`src/design/gsss_pkg.sv`:
```
package gsss_pkg;

  // ----------------------------------------------------------------
  // Timing
  // ----------------------------------------------------------------
  localparam int unsigned CLK_HZ = 25_000_000;
  localparam int unsigned PRIME_HOLD_S = 3;
  localparam int unsigned VOLT_DELAY_S = 2;
  localparam int unsigned IDLE_SHORT_MIN = 5;
  localparam int unsigned IDLE_LONG_MIN = 15;
  localparam longint unsigned PRIME_HOLD_CYC = longint'(PRIME_HOLD_S) * CLK_HZ;
  localparam longint unsigned VOLT_DELAY_CYC = longint'(VOLT_DELAY_S) * CLK_HZ;
  localparam longint unsigned IDLE_SHORT_CYC =
    longint'(IDLE_SHORT_MIN) * 60 * CLK_HZ;
  localparam longint unsigned IDLE_LONG_CYC =
    longint'(IDLE_LONG_MIN) * 60 * CLK_HZ;
  localparam longint unsigned MINUTE_CYC = longint'(60) * CLK_HZ;
  localparam int unsigned CRANK_RPM = 1300;
  localparam int unsigned BLINK_HALF_CYC = 6_250_000;

  // ----------------------------------------------------------------
  // Configuration
  // ----------------------------------------------------------------
  typedef enum logic [1:0] {
    GSSS_FUEL_INJECT,
    GSSS_FUEL_CARB,
    GSSS_FUEL_LPG
  } gsss_fuel_type;

  typedef struct packed {
    gsss_fuel_type fuel;
    logic isGasoline;
    logic longIdle;
  } gsss_cfg_type;

  // Actuator outputs travel together
  typedef struct packed {
    logic crank;
    logic fuelPump;
    logic injectEn;
    logic cutoffSol;
    logic chokeHeat;
    logic fieldFlash;
    logic ignKill;
    logic auxSupply;
    logic voltEn;
  } gsss_act_type;

  typedef struct packed {
    logic [15:0] crankCount;
    logic [15:0] runMinutes;
    logic [7:0] lastFault;
  } gsss_log_type;

  localparam logic [7:0] NO_FAULT = 8'h00;
  localparam logic [7:0] CFG_FAULT = 8'h01;
  localparam logic [11:0] FIELD_NOM = 12'h800;
  localparam logic [11:0] SAG_STEP = 12'h100;

endpackage

```
`src/design/gsss_field_reg.sv`:
```
`timescale 1ns/1ns
// Field current regulator: unit-step integrating trim around nominal, with
// setpoint sag during a load step so the engine can recover speed.
module gsss_field_reg #(
  parameter int W = 12
) (
  input wire logic ref_clk,
  input wire logic arst_n,
  input wire logic enable,
  input wire logic [W-1:0] voltSense,
  input wire logic [W-1:0] voltNominal,
  input wire logic loadStep,
  output logic [W-1:0] fieldDuty_r,
  output logic sagActive_r
);
  logic [W-1:0] setpoint;
  logic [W-1:0] fieldDuty_nxt;

  assign setpoint = sagActive_r ? voltNominal - gsss_pkg::SAG_STEP
                                : voltNominal;

  // Unit-step integrator keeps it small and never wraps
  always_comb
  begin
    fieldDuty_nxt = fieldDuty_r;
    if (!enable)
      fieldDuty_nxt = '0;
    else if (voltSense < setpoint && fieldDuty_r != '1)
      fieldDuty_nxt = fieldDuty_r + 1'b1;
    else if (voltSense > setpoint && fieldDuty_r != '0)
      fieldDuty_nxt = fieldDuty_r - 1'b1;
  end

  always_ff @(posedge ref_clk or negedge arst_n)
  begin
    if (!arst_n)
      fieldDuty_r <= '0;
    else
      fieldDuty_r <= fieldDuty_nxt;
  end

  always_ff @(posedge ref_clk or negedge arst_n)
  begin
    if (!arst_n)
      sagActive_r <= 1'b0;
    else
      sagActive_r <= enable && loadStep;
  end

  sag_follows_a: assert property (@(posedge ref_clk) disable iff (!arst_n)
    (enable && loadStep) |=> sagActive_r)
    else $error("setpoint sag missing after load step");

endmodule // gsss_field_reg

```
`src/design/gsss_sequencer.sv`:
```
`timescale 1ns/1ns
module gsss_sequencer #(
  parameter longint unsigned PRIME_CYC = gsss_pkg::PRIME_HOLD_CYC,
  parameter longint unsigned VOLT_CYC = gsss_pkg::VOLT_DELAY_CYC,
  parameter longint unsigned IDLE_S_CYC = gsss_pkg::IDLE_SHORT_CYC,
  // Long idle follows the short one, so scaling the short one scales both
  parameter longint unsigned IDLE_L_CYC =
    IDLE_S_CYC * gsss_pkg::IDLE_LONG_MIN / gsss_pkg::IDLE_SHORT_MIN,
  parameter longint unsigned BLINK_CYC = gsss_pkg::BLINK_HALF_CYC,
  parameter longint unsigned MIN_CYC = gsss_pkg::MINUTE_CYC
) (
  input wire logic ref_clk,
  input wire logic arst_n,
  input wire logic startIn,
  input wire logic stopIn,
  input wire gsss_pkg::gsss_cfg_type cfg,
  input wire logic memCheckDone,
  input wire logic memCheckOk,
  input wire logic [15:0] engineRpm,
  input wire logic [11:0] voltSense,
  input wire logic loadStep,
  input wire logic logAck,
  output gsss_pkg::gsss_act_type act_r,
  output logic lamp_r,
  output logic ready_r,
  output logic logWrite_r,
  output gsss_pkg::gsss_log_type logData_r,
  output logic powerHold_r,
  output logic [11:0] fieldDuty_r
);
  typedef enum logic [2:0] {
    S_INIT, S_IDLE, S_CRANK, S_WAITV, S_RUN, S_LOG, S_OFF
  } gsss_state_type;

  gsss_state_type state_r;
  // Wide enough for the long idle timeout at full clock rate
  logic [39:0] timer_r;
  logic [31:0] primeCnt_r;
  logic [31:0] blink_r;
  logic [31:0] minCnt_r;
  logic stopEff;
  logic startEff;
  logic overSpeed;

  // ----------------------------------------------------------------
  // Command qualification
  // ----------------------------------------------------------------
  assign stopEff = stopIn;
  assign startEff = startIn && !stopIn;
  assign overSpeed = engineRpm > 16'(gsss_pkg::CRANK_RPM);

  function automatic logic fuelPath(input gsss_pkg::gsss_cfg_type c,
                                    input gsss_pkg::gsss_fuel_type p);
    fuelPath = c.fuel == p;
  endfunction

  // ----------------------------------------------------------------
  // Sequence
  // ----------------------------------------------------------------
  always_ff @(posedge ref_clk or negedge arst_n)
  begin
    if (!arst_n)
      state_r <= S_INIT;
    else
      case (state_r)
        S_INIT:
          if (memCheckDone && memCheckOk && cfg.fuel != 2'h3)
            state_r <= S_IDLE;
        S_IDLE:
          if (startEff)
            state_r <= S_CRANK;
          else if (timer_r == 40'(cfg.longIdle ? IDLE_L_CYC : IDLE_S_CYC))
            state_r <= S_OFF;
        S_CRANK:
          if (stopEff || !startIn)
            state_r <= S_LOG;
          else if (overSpeed)
            state_r <= S_WAITV;
        S_WAITV:
          if (stopEff)
            state_r <= S_LOG;
          else if (timer_r == 40'(VOLT_CYC))
            state_r <= S_RUN;
        S_RUN:
          if (stopEff)
            state_r <= S_LOG;
        S_LOG:
          if (logAck)
            state_r <= S_IDLE;
        S_OFF:
          state_r <= S_OFF;
        default:
          state_r <= S_INIT;
      endcase
  end

  // Shared delay counter, cleared whenever the qualifying state ends
  always_ff @(posedge ref_clk or negedge arst_n)
  begin
    if (!arst_n)
      timer_r <= '0;
    else if (state_r == S_IDLE && !startEff)
      timer_r <= timer_r + 1'b1;
    else if (state_r == S_WAITV && !stopEff)
      timer_r <= timer_r + 1'b1;
    else
      timer_r <= '0;
  end

  // Own counter so a prime always needs a fresh, unbroken stop hold
  always_ff @(posedge ref_clk or negedge arst_n)
  begin
    if (!arst_n)
      primeCnt_r <= '0;
    else if (state_r != S_IDLE || !stopIn)
      primeCnt_r <= '0;
    else if (primeCnt_r <= 32'(PRIME_CYC))
      primeCnt_r <= primeCnt_r + 1'b1;
  end

  always_ff @(posedge ref_clk or negedge arst_n)
  begin
    if (!arst_n)
      blink_r <= '0;
    else if (state_r != S_CRANK || blink_r == 32'(BLINK_CYC - 1))
      blink_r <= '0;
    else
      blink_r <= blink_r + 1'b1;
  end

  // ----------------------------------------------------------------
  // Actuators
  // ----------------------------------------------------------------
  always_ff @(posedge ref_clk or negedge arst_n)
  begin
    if (!arst_n)
      act_r <= '0;
    else
    begin
      act_r.crank <= state_r == S_CRANK && startEff && !overSpeed;
      act_r.fuelPump <= cfg.isGasoline && ((state_r == S_IDLE && stopIn
        && primeCnt_r > 32'(PRIME_CYC)) || ((state_r == S_CRANK
        || state_r == S_WAITV || state_r == S_RUN) && !stopEff));
      act_r.injectEn <= fuelPath(cfg, gsss_pkg::GSSS_FUEL_INJECT)
        && (state_r inside {S_CRANK, S_WAITV, S_RUN}) && !stopEff;
      act_r.cutoffSol <= !fuelPath(cfg, gsss_pkg::GSSS_FUEL_INJECT)
        && (state_r inside {S_CRANK, S_WAITV, S_RUN}) && !stopEff;
      act_r.chokeHeat <= fuelPath(cfg, gsss_pkg::GSSS_FUEL_CARB)
        && (state_r inside {S_CRANK, S_WAITV}) && !stopEff;
      act_r.fieldFlash <= (state_r inside {S_CRANK, S_WAITV})
        && act_r.cutoffSol | act_r.injectEn && !stopEff;
      act_r.ignKill <= !(state_r inside {S_CRANK, S_WAITV, S_RUN})
        || stopEff;
      act_r.auxSupply <= (state_r inside {S_WAITV, S_RUN})
        && !act_r.crank && !stopEff;
      act_r.voltEn <= state_r == S_RUN && !stopEff;
    end
  end

  always_ff @(posedge ref_clk or negedge arst_n)
  begin
    if (!arst_n)
      lamp_r <= 1'b0;
    else if (stopEff || !(state_r inside {S_CRANK, S_WAITV, S_RUN}))
      lamp_r <= 1'b0;
    else if (state_r == S_CRANK)
    begin
      if (blink_r == 32'(BLINK_CYC - 1))
        lamp_r <= !lamp_r;
    end
    else
      lamp_r <= 1'b1;
  end

  always_ff @(posedge ref_clk or negedge arst_n)
  begin
    if (!arst_n)
      ready_r <= 1'b0;
    else
      ready_r <= state_r != S_INIT && state_r != S_OFF;
  end

  // ----------------------------------------------------------------
  // Session log
  // ----------------------------------------------------------------
  always_ff @(posedge ref_clk or negedge arst_n)
  begin
    if (!arst_n)
      minCnt_r <= '0;
    else if (state_r != S_RUN || minCnt_r == 32'(MIN_CYC - 1))
      minCnt_r <= '0;
    else
      minCnt_r <= minCnt_r + 1'b1;
  end

  always_ff @(posedge ref_clk or negedge arst_n)
  begin
    if (!arst_n)
      logData_r <= '0;
    else
    begin
      if (state_r == S_IDLE && startEff)
        logData_r.crankCount <= logData_r.crankCount + 1'b1;
      if (state_r == S_RUN && minCnt_r == 32'(MIN_CYC - 1))
        logData_r.runMinutes <= logData_r.runMinutes + 1'b1;
      if (state_r == S_CRANK && !startIn && !stopIn)
        logData_r.lastFault <= gsss_pkg::CFG_FAULT;
    end
  end

  // Held until acknowledged so a slow store cannot miss it
  always_ff @(posedge ref_clk or negedge arst_n)
  begin
    if (!arst_n)
      logWrite_r <= 1'b0;
    else
      logWrite_r <= state_r == S_LOG && !logAck;
  end

  always_ff @(posedge ref_clk or negedge arst_n)
  begin
    if (!arst_n)
      powerHold_r <= 1'b1;
    else if (state_r == S_OFF)
      powerHold_r <= 1'b0;
  end

  gsss_field_reg #(.W(12)) u_field (
    .ref_clk(ref_clk),
    .arst_n(arst_n),
    .enable(state_r == S_RUN && !stopEff),
    .voltSense(voltSense),
    .voltNominal(gsss_pkg::FIELD_NOM),
    .loadStep(loadStep),
    .fieldDuty_r(fieldDuty_r),
    .sagActive_r()
  );

  // ----------------------------------------------------------------
  // Checks
  // ----------------------------------------------------------------
  stop_wins_a: assert property (@(posedge ref_clk) disable iff (!arst_n)
    (startIn && stopIn) |=> !act_r.crank)
    else $error("crank asserted while stop held");
  stop_kill_a: assert property (@(posedge ref_clk) disable iff (!arst_n)
    stopIn |=> act_r.ignKill && !act_r.voltEn && !lamp_r)
    else $error("stop did not shut down outputs");
  speed_cut_a: assert property (@(posedge ref_clk) disable iff (!arst_n)
    overSpeed |=> !act_r.crank)
    else $error("crank held above cut-out speed");
  init_gate_a: assert property (@(posedge ref_clk) disable iff (!arst_n)
    !memCheckOk && state_r == S_INIT |=> state_r == S_INIT)
    else $error("left init without memory check");
  volt_delay_a: assert property (@(posedge ref_clk) disable iff (!arst_n)
    $rose(act_r.voltEn) |-> $past(state_r, 2) == S_WAITV)
    else $error("voltage enabled without delay");
  flash_off_a: assert property (@(posedge ref_clk) disable iff (!arst_n)
    act_r.voltEn |=> !act_r.fieldFlash)
    else $error("field flash on with voltage enabled");
  aux_after_a: assert property (@(posedge ref_clk) disable iff (!arst_n)
    act_r.auxSupply |-> !act_r.crank)
    else $error("aux supply with starter engaged");
  prime_hold_a: assert property (@(posedge ref_clk) disable iff (!arst_n)
    (act_r.fuelPump && state_r == S_IDLE) |-> cfg.isGasoline)
    else $error("prime on non-gasoline set");
  log_write_a: assert property (@(posedge ref_clk) disable iff (!arst_n)
    (state_r == S_LOG && !logAck) |=> logWrite_r)
    else $error("session log not written");

  run_c: cover property (@(posedge ref_clk) disable iff (!arst_n)
    act_r.voltEn);
  prime_c: cover property (@(posedge ref_clk) disable iff (!arst_n)
    act_r.fuelPump && state_r == S_IDLE);
  off_c: cover property (@(posedge ref_clk) disable iff (!arst_n)
    !powerHold_r);

endmodule // gsss_sequencer

```
`config.mk`:
```
export PLATFORM = sky130hd
export DESIGN_NAME = gsss_sequencer
export DESIGN_NICKNAME = d
export VERILOG_FILES = /design/src/design/gsss_pkg.sv /design/src/design/gsss_field_reg.sv /design/src/design/gsss_sequencer.sv
export SDC_FILE = /design/constraint.sdc
export NUM_CORES = 1
export LEC_CHECK = 0
export ABC_AREA = 1
export BUFFER_PORTS_ARGS = -buffer_cell sky130_fd_sc_hd__buf_2
export CAP_MARGIN = 10
export CORE_AREA = 5 5 182 166
export DETAILED_ROUTE_END_ITERATION = 8
export DIE_AREA = 0 0 187 171
export GPL_TIMING_DRIVEN = 1
export PLACE_DENSITY = 0.69
export SETUP_SLACK_MARGIN = 0.02
export SYNTH_ARGS = -nofsm -noshare
export SYNTH_HDL_FRONTEND = slang
export SYNTH_SLANG_ARGS = --single-unit
```
`constraint.sdc`:
```
create_clock -name ref_clk -period 2.84 [get_ports ref_clk]
set_input_delay 0.426 -clock ref_clk [delete_from_list [all_inputs] [get_ports ref_clk]]
set_output_delay 0.426 -clock ref_clk [all_outputs]
set_load 0.1 [all_outputs]
```
-- Word-level counts from Yosys, hierarchy flattened
Index checks and enable logic that the tools add are counted.
- register bits after elaboration: 198
- bits in latches: 0
- RAM bits: 0
- bits in read-only memories: 0
- output and inout bits: 65
- memories kept: 0
- add/sub/neg operators: 8
- multipliers: 0
- div/mod/pow operators: 0
- magnitude comparators: 5
- equality and inequality tests: 25
- shift-type cells: 0
- muxes and demuxes: 24
- bitwise gates (word level): 1
- reductions and logical operators: 57
- operators by type and width (operator ; count):
    32-bit 2-to-1 mux ; 4
    32-bit by 1-bit adder with 32-bit output (second input constant) ; 3
    40-bit 2-to-1 mux ; 2
    12-bit 2-to-1 mux ; 4
    40-bit by 1-bit adder with 40-bit output (second input constant) ; 1
    40-bit by 26-bit equality test with 1-bit output (second input constant) ; 1
    40-bit by 35-bit equality test with 1-bit output ; 1
    35-bit 2-to-1 mux ; 1
    16-bit by 1-bit adder with 16-bit output (second input constant) ; 2
    32-bit by 23-bit equality test with 1-bit output (second input constant) ; 1
    32-bit by 31-bit equality test with 1-bit output (second input constant) ; 1
    32-bit by 27-bit > comparator with 1-bit output (second input constant) ; 1
    32-bit by 27-bit less-or-equal comparator with 1-bit output (second input constant) ; 1
    1-bit logical AND ; 31
    3-bit 2-to-1 mux ; 9
    3-bit case mux with 7 select lines ; 1
    3-bit != test (second input constant) ; 6
    16-bit by 11-bit > comparator with 1-bit output (second input constant) ; 1
    12-bit by 1-bit adder with 12-bit output (second input constant) ; 1
    12-bit > comparator ; 1
    12-bit < comparator ; 1
    12-bit != test (second input constant) ; 1
    12-bit nonzero test ; 1
    12-bit by 1-bit subtractor with 12-bit output (second input constant) ; 1
    16 further kinds ; 43

-- Logic depth before layout (Yosys ltp)
Gate-level depths: netlist of run 1.
- depth after elaboration: 6
- mapped depth: 17

-- Modules after synthesis
From an unflattened synthesis of run 1, not the netlist that was laid out.
- cell total of the unflattened synthesis: 1740
- area, all modules: 12710.9 um^2
- modules (own cells, without submodules) (module ; times used ; cells each ; area an instance (um^2) ; sequential area each (um^2)):
    gsss_sequencer ; 1 ; 1514 ; 11140.7 ; 4630.7
    gsss_field_reg ; 1 ; 226 ; 1570.3 ; 325.3

-- Least setup slack after synthesis of run 1
OpenSTA, ideal clock, no wires.
- path type: register to register
- start point: register u_field.fieldDuty_r[11]
- end point: register u_field.fieldDuty_r[8]
- library setup time: 0.120 ns
- arrival time: 2.872 ns
- data required time: 2.720 ns
- setup slack: -0.152 ns
- cell stages (with the launch flop): 13
- buffers on the path: 0
- clock period less this slack: 2.992 ns
- path through: dfrtp_1 > inv_1 > nor3_1 > nand3_1 > nand2_1 > inv_1 > fa_1 > o31ai_1 > nand2_1 > nand2_1 > nand2_1 > nand3_1 > nand2_1
- longest elaborated chain between the ends: 4
- elaborated cells on any way between the ends: 7
- classes of those cells: eq/ne: 2; mux: 2; reduce/logical: 3
- ends and longest elaborated chain (what ; RTL line ; source):
    start, declared ; gsss_field_reg.sv:13 ; output logic [W-1:0] fieldDuty_r,
    start signal, assigned ; gsss_field_reg.sv:39 ; fieldDuty_r <= fieldDuty_nxt;
    12-bit != test ; gsss_field_reg.sv:28 ; else if (voltSense < setpoint && fieldDuty_r != '1)
    1-bit logical AND ; gsss_field_reg.sv:28 ;
    12-bit 2-to-1 mux ; gsss_field_reg.sv:28 ;
    12-bit 2-to-1 mux ; gsss_field_reg.sv:26 ; if (!enable)
Several ways; a longest one is shown, not always the timed one.
A chain may end at the register's enable or synchronous reset.

-- Worst setup path in the final report of run 1
- start point: register u_field.sagActive_r
- end point: register u_field.fieldDuty_r[11]
- longest elaborated chain between the ends: 5
- elaborated cells on any way between the ends: 8
- classes of those cells: order compare: 2; eq/ne: 1; mux: 3; reduce/logical: 2
- ends and longest elaborated chain (what ; RTL line ; source):
    start, declared ; gsss_field_reg.sv:14 ; output logic sagActive_r
    start signal, assigned ; gsss_field_reg.sv:47 ; sagActive_r <= enable && loadStep;
    12-bit 2-to-1 mux * ; gsss_field_reg.sv:19 ; assign setpoint = sagActive_r ? voltNominal - gsss_pkg::SAG_STEP
    12-bit < comparator ; gsss_field_reg.sv:28 ;
    1-bit logical AND ; gsss_field_reg.sv:28 ;
    12-bit 2-to-1 mux ; gsss_field_reg.sv:28 ;
    12-bit 2-to-1 mux ; gsss_field_reg.sv:26 ;
Mark *: on every way between the ends. The rest lies on a longest branch, timed or not.

==> results of run 1 <==
[registers in the layout, summed over array words and instances (netlist names), 3 cells and up]
name and count:
timer_r 40, logData_r 33, blink_r 32, minCnt_r 32, primeCnt_r 32, u_field.fieldDuty_r 12
act_r 9, state_r 3
[per-stage QoR]
step                cells  TNS, ns  util (%)  power [mW]
floorplan            1749        0         -        4.79
global placement     2195        0      47.3        5.28
detailed placement   2195        0      47.3        5.33
CTS                  2228        0      49.4        7.83
global route         2228  -0.0264      49.4        8.17
finish               2228        0      49.4        7.74
[routing by layer]
metal | global-route usage, % | routed length [um] | vias to the layer above
met5 | 0 | 0 | -
met2 | 32.6 | 14400 | 286
li1 | - | - | 5738
met3 | 3.92 | 1620 | 40
met1 | 29.0 | 15300 | 5366
met4 | 5.82 | 663 | 0
[logic make-up after synthesis]
logic type      after synthesis  synth area share (%)
simple gates               1042                  36.9
buf+inv                     251                  8.19
flops                       198                  39.7
compound gates              131                  5.93
xor+xnor                     97                  6.81
fa+ha+maj                    23                  2.37
other cells                   1                0.0301
[worst min path at each step]
stage	start	end	slack, ns	cells past startpoint
3_3_place_gp	arst_n	timer_r[15]	0.34	1
5_1_grt	cfg[3]	act_r[4]	0.16	2
4_1_cts	cfg[3]	act_r[4]	0.16	2
2_1_floorplan	arst_n	act_r[0]	0.13	0
6_report	cfg[3]	act_r[4]	0.18	2
3_5_place_dp	arst_n	timer_r[15]	0.34	1
[power by group through the flow]
stage	Clock, mW	Sequential, mW	Combinational (mW)
2_1_floorplan	0	3.74	1.05
3_3_place_gp	0	3.16	2.12
3_5_place_dp	0	3.17	2.16
4_1_cts	2.56	3.11	2.16
5_1_grt	2.68	3.14	2.35
6_report	2.48	3.11	2.15
[layout make-up]
class | instances | area share [%]
Inverter | 220 | 5.91
Sequential cell | 198 | 35.5
Tap cell | 366 | 3.27
Timing Repair Buffer | 112 | 4.53
Clock inverter | 15 | 1.18
Clock buffer | 17 | 3.04
Multi-Input combinational cell | 1300 | 46.6
[worst max-delay path, cell delays in order (launching register included)]
cell	delay, ns
dfrtp_1	0.40
ha_1	0.32
a21o_1	0.17
a21oi_1	0.17
nand2_1	0.10
buf_4	0.17
ha_1	0.33
a21oi_1	0.20
o21ai_1	0.12
nand2_1	0.08
nand2_1	0.08
nand2_1	0.09
nand2_1	0.07
inv_1	0.06
nand2_1	0.04
nand3_1	0.07
nand2_1	0.05
[what timing repair did]
| item | in CTS | in global routing |
|---|---|---|
| endpoints found under the hold margin | 24 | 0 |
| hold buffers | 1 | 0 |
| gates resized for setup | 0 | 6 |
| endpoints found under the setup margin | 0 | 6 |
[layout by cell type, fill, tap and decap left out, types with 3 or more instances in the layout]
cell        count
a21o_1          3
a21oi_1        47
a21oi_2         4
a31oi_1         4
buf_2          96
buf_4          12
clkbuf_16      17
clkinvlp_4      4
conb_1          7
dfrtp_1       185
dfrtp_2        12
ha_1           22
inv_1         211
inv_2           8
inv_6           7
nand2_1       434
nand2_2        17
nand2_4         3
nand3_1        98
nand3_2         4
nand4_1        50
nor2_1        294
nor2_2          5
nor2_4          9
nor2_8          3
nor3_1        101
nor3_2          7
nor3b_1         4
nor4_1          7
o21a_1          3
o21ai_0        34
o21ai_1        19
o21ai_2        10
o21bai_1        4
xnor2_1        30
xor2_1         67
==> out/qor.csv, run 1 <==
metric,value,unit
status,finished clean,
cts_setup_buffers,0,
synthTopCellsByArea,"dfrtp_1 (40%), nand2_1 (13%), nor2_1 (8.9%)",
portBuffers,97,
setup_ws,0.215,ns
clockBufferDepth,2,
yosysTopAreaCell,dfrtp_1,
synthCells,1743,
postPlaceCellArea,13400,um^2
htree_levels,4,
drtPass1Iterations,7,
worstSetupPathType,register to register,
slew_violations,0,
vdd_drop_max,486,uV
multi_input_area,6530,um^2
routed_wl,31900,um
rows,59,
cts_buffers,17,
n_antenna_cell,0,
r2r-start,u_field.sagActive_r,
postLayoutCellArea,14000,um^2
syn_area,12500,um^2
drv_cap,0,
setup_violations,0,
finClkSkew,0.0136,ns
syn_to_final_growth,12.4,%
crit_start,u_field.sagActive_r,
seqPwrFrac,40.2,%
holdWs,0.176,ns
hold_violations,0,
synth-edff-count,0,
antenna_found_initial,0,
rrSetupSlack,0.22,ns
synth-main-ff-cell,dfrtp_1,
n_fill_cell,2796,
max_freq,381,MHz
synth.distinct_cells,45,
gp_congestion,0.957,
cts_tree,done,
vias_per_cell,5.13,
worst_slew_pin_slew,0.522,ns
cp-end-kind,register,
seq_area,4970,um^2
powerDensity,553,nW/um^2
grt_pass1_wl,54300,um
r2r_cells,16,
core_area,28300,um^2
ys_seq_area_share,39.7,%
vias,11400,
cp_data_required_time,3.19,ns
wl_per_cell,14.3,um
p_int,4.76,mW
post-dp-hpwl,24600,um
crit_fanout,6,
p_sw_share,38.5,%
synth-seq-cells,198,
drcViolationCount,0,
grt_overflow_total,0,
final_layout_size_suffix_gt1_share,12.4,%
clock_latency,0.45,ns
start_util,44.0,%
synth_top_area_share,39.5,%
fin_nets,1912,
post-place-ws,0.0499,ns
post-route-min-period,2.62,ns
slew_headroom,64.9,%
pwr-share-comb,27.7,%
r2r_end,u_field.fieldDuty_r[11],
grt_usage,20.6,%
pin_count,105,
die_area,32000,um^2
setup.worst_path.end,u_field.fieldDuty_r[11],
fin_crit_sh,92.4,%
cts_sinks,198,
grt_pass1_vias,11000,
path_clk_slew,0.08,ns
yosysWarnings,0,
synthArstFlopShare,100,%
hold_path.class,input port to register,
die_w,187,um
dieHeight,171,um
yosysMostFrequentCell,nand2_1,
ant_nets,0,
leakage,6.10,nW
rsz0062_at_grt,yes,
synthTopCellsByCount,"nand2_1 (434), nor2_1 (294), inv_1 (211)",
syn_avg_cell_area,7.15,um^2
startpoint_type,register,
switching_power,2.98,mW
grt_max_degree,88,
crit_arrival,2.97,ns
p_clk_share,32.0,%
drtIter0Drc,827,
root_buffer,clkbuf_16,
Power figures use the tool's default switching activity.
==> run 2, diff against run 1 <==
--- a/config.mk
+++ b/config.mk
@@ -12,6 +12,7 @@
 export DETAILED_ROUTE_END_ITERATION = 8
 export DIE_AREA = 0 0 187 171
 export GPL_TIMING_DRIVEN = 1
+export MAX_ROUTING_LAYER = met4
 export PLACE_DENSITY = 0.69
 export SETUP_SLACK_MARGIN = 0.02
 export SYNTH_ARGS = -nofsm -noshare
==> out/qor.csv, run 2 (synthesized netlist as in run 1, its figures left out) <==
metric,value,unit
status,finished with violations,
failed_checks,hold timing,
drtPass1Iterations,6,
use_met3,3.75,%
slew_headroom,57.3,%
grt_pass1_vias,11200,
fin_util,49.7,%
post-dp-hpwl,25100,um
crit_fanout,8,
hold_path.class,input port to async pin,
powerDensity,555,nW/um^2
path_clk_slew,0.08,ns
worst_slew_pin_slew,0.641,ns
leakage,6.12,nW
grt_pass1_wl,55000,um
gp_congestion,0.973,
crit_arrival,2.99,ns
p_int,4.79,mW
n_antenna_cell,0,
vias_per_cell,5.13,
die_w,187,um
routed_wl,32600,um
drv_cap,0,
reg.largest.list,"timer_r: 40 flops, logData_r: 33 flops",
syn_to_final_growth,12.9,%
drtIter0Drc,828,
grt_use_met1,28.7,%
total_power,7.81,mW
drcViolationCount,0,
seqPwrFrac,39.8,%
cts_buffers,17,
cts_tree,done,
portBuffers,97,
slew_violations,0,
htree_levels,4,
largest_register_ffs,40,
grt-busiest-layer,met2,
final_cells,2229,
cts_setup_buffers,0,
finClkSkew,0.0134,ns
layout_commonest_cell,nand2_1,
start_util,44.0,%
hold_violations,2,
postLayoutCellArea,14100,um^2
clockBufferDepth,2,
switching_power,3.02,mW
wl_per_cell,14.6,um
core_area,28300,um^2
setup_violations,0,
clock_latency,0.45,ns
seq_area,4970,um^2
regMostFlops,timer_r,
rows,59,
fin_crit_sh,91.8,%
antenna_found_initial,0,
vias,11400,
final_layout_size_suffix_gt1_share,12.8,%
multi_input_area,6570,um^2
post-route-min-period,2.61,ns
p_clk_share,32.0,%
holdWs,-0.00134,ns
root_buffer,clkbuf_16,
n_fill_cell,2876,
pin_count,105,
dieHeight,171,um
max_freq,383,MHz
grt_overflow_total,0,
grtUsageMet2,33.9,%
startpoint_type,register,
p_sw_share,38.7,%
postPlaceCellArea,13400,um^2
dp.cells,2197,
vdd_drop_max,467,uV
layout_common_cells,"nand2_1 (434), nor2_1 (294), inv_1 (211)",
rsz0062_at_grt,yes,
pwr-share-comb,28.2,%
die_area,32000,um^2
grt_max_degree,73,
cts_sinks,198,
worstSetupPathType,register to register,
cp-end-kind,register,
cp_data_required_time,3.22,ns
ant_nets,0,
fin_nets,1913,
grt_usage,21.4,%
==> run 2: cell types whose count changed in the layout (fill, tap and decap cells not counted), moves of 2 or more <==
cell	previous run	this run
a21oi_1	47	44
a21oi_2	4	7
ha_1	22	19
clkinvlp_4	4	2
ha_2	0	2
inv_6	7	5
inv_8	0	2
==> run 2: repair_timing <==
item | in CTS | in global routing
setup endpoints to repair | 0 | 9
gates resized for setup | 0 | 14
hold buffers | 0 | 0
==> run 2: final timing paths <==
| check | from | to | slack [ns] | cells past startpoint |
|---|---|---|---|---|
| worst max-delay path | u_field.sagActive_r | u_field.fieldDuty_r[11] | 0.23 | 18 |
| worst min-delay path | arst_n | timer_r[18] | -0.001 | 1 |
| worst max register to register | u_field.sagActive_r | u_field.fieldDuty_r[11] | 0.23 | 18 |
| worst min register to register | act_r[8] | act_r[1] | 0.44 | 1 |
| max in group asynchronous | arst_n | primeCnt_r[24] | 2.11 | 2 |
| min in group ref_clk | cfg[2] | act_r[6] | 0.17 | 2 |
==> run 2: worst max-delay path: stages (launching register included) <==
cell	delay, ns
dfrtp_1	0.38
inv_1	0.07
ha_1	0.30
inv_1	0.07
o21bai_1	0.08
a21oi_2	0.16
nand2_1	0.09
buf_4	0.18
ha_4	0.30
nand2_1	0.08
o21ai_1	0.21
nand2_1	0.09
nand2_1	0.13
nand2_1	0.07
nand2_1	0.09
inv_1	0.05
nand2_1	0.05
nand3_1	0.07
nand2_1	0.10
==> run 2: power by group through the flow <==
| stage | clock network, mW | registers (mW) | logic, mW |
|---|---|---|---|
| final | 2.50 | 3.11 | 2.20 |
| after global routing | 2.69 | 3.13 | 2.42 |
| after CTS | 2.57 | 3.11 | 2.17 |
| after detailed placement | 0 | 3.16 | 2.17 |
| after global placement | 0 | 3.16 | 2.14 |
| after floorplan | 0 | 3.74 | 1.05 |
==> run 2: final cells by class <==
class | count | share of cell area (%)
clock buffers | 17 | 3.02
clock inverters | 15 | 1.20
inverters | 220 | 5.88
multi-input cells | 1300 | 46.7
flip-flops and latches | 198 | 35.3
well taps | 366 | 3.25
repair buffers | 113 | 4.63
==> run 2: metrics by stage <==
step	hold WS, ns	TNS, ns	setup WS (ns)
after global placement	0.431	0	0.0838
after CTS	0.0164	0	0.129
final	-0.00134	0	0.231
after detailed placement	0.428	0	0.0252
after floorplan	0.130	0	0.150
after global routing	0.0428	-0.0488	-0.0214
==> run 2: per-layer routing <==
metal	share of wire (%)	vias to the layer above
li1	-	5743
met1	48	5336
met2	46	312
met3	5.0	33
met4	1.8	0
met5	0	-
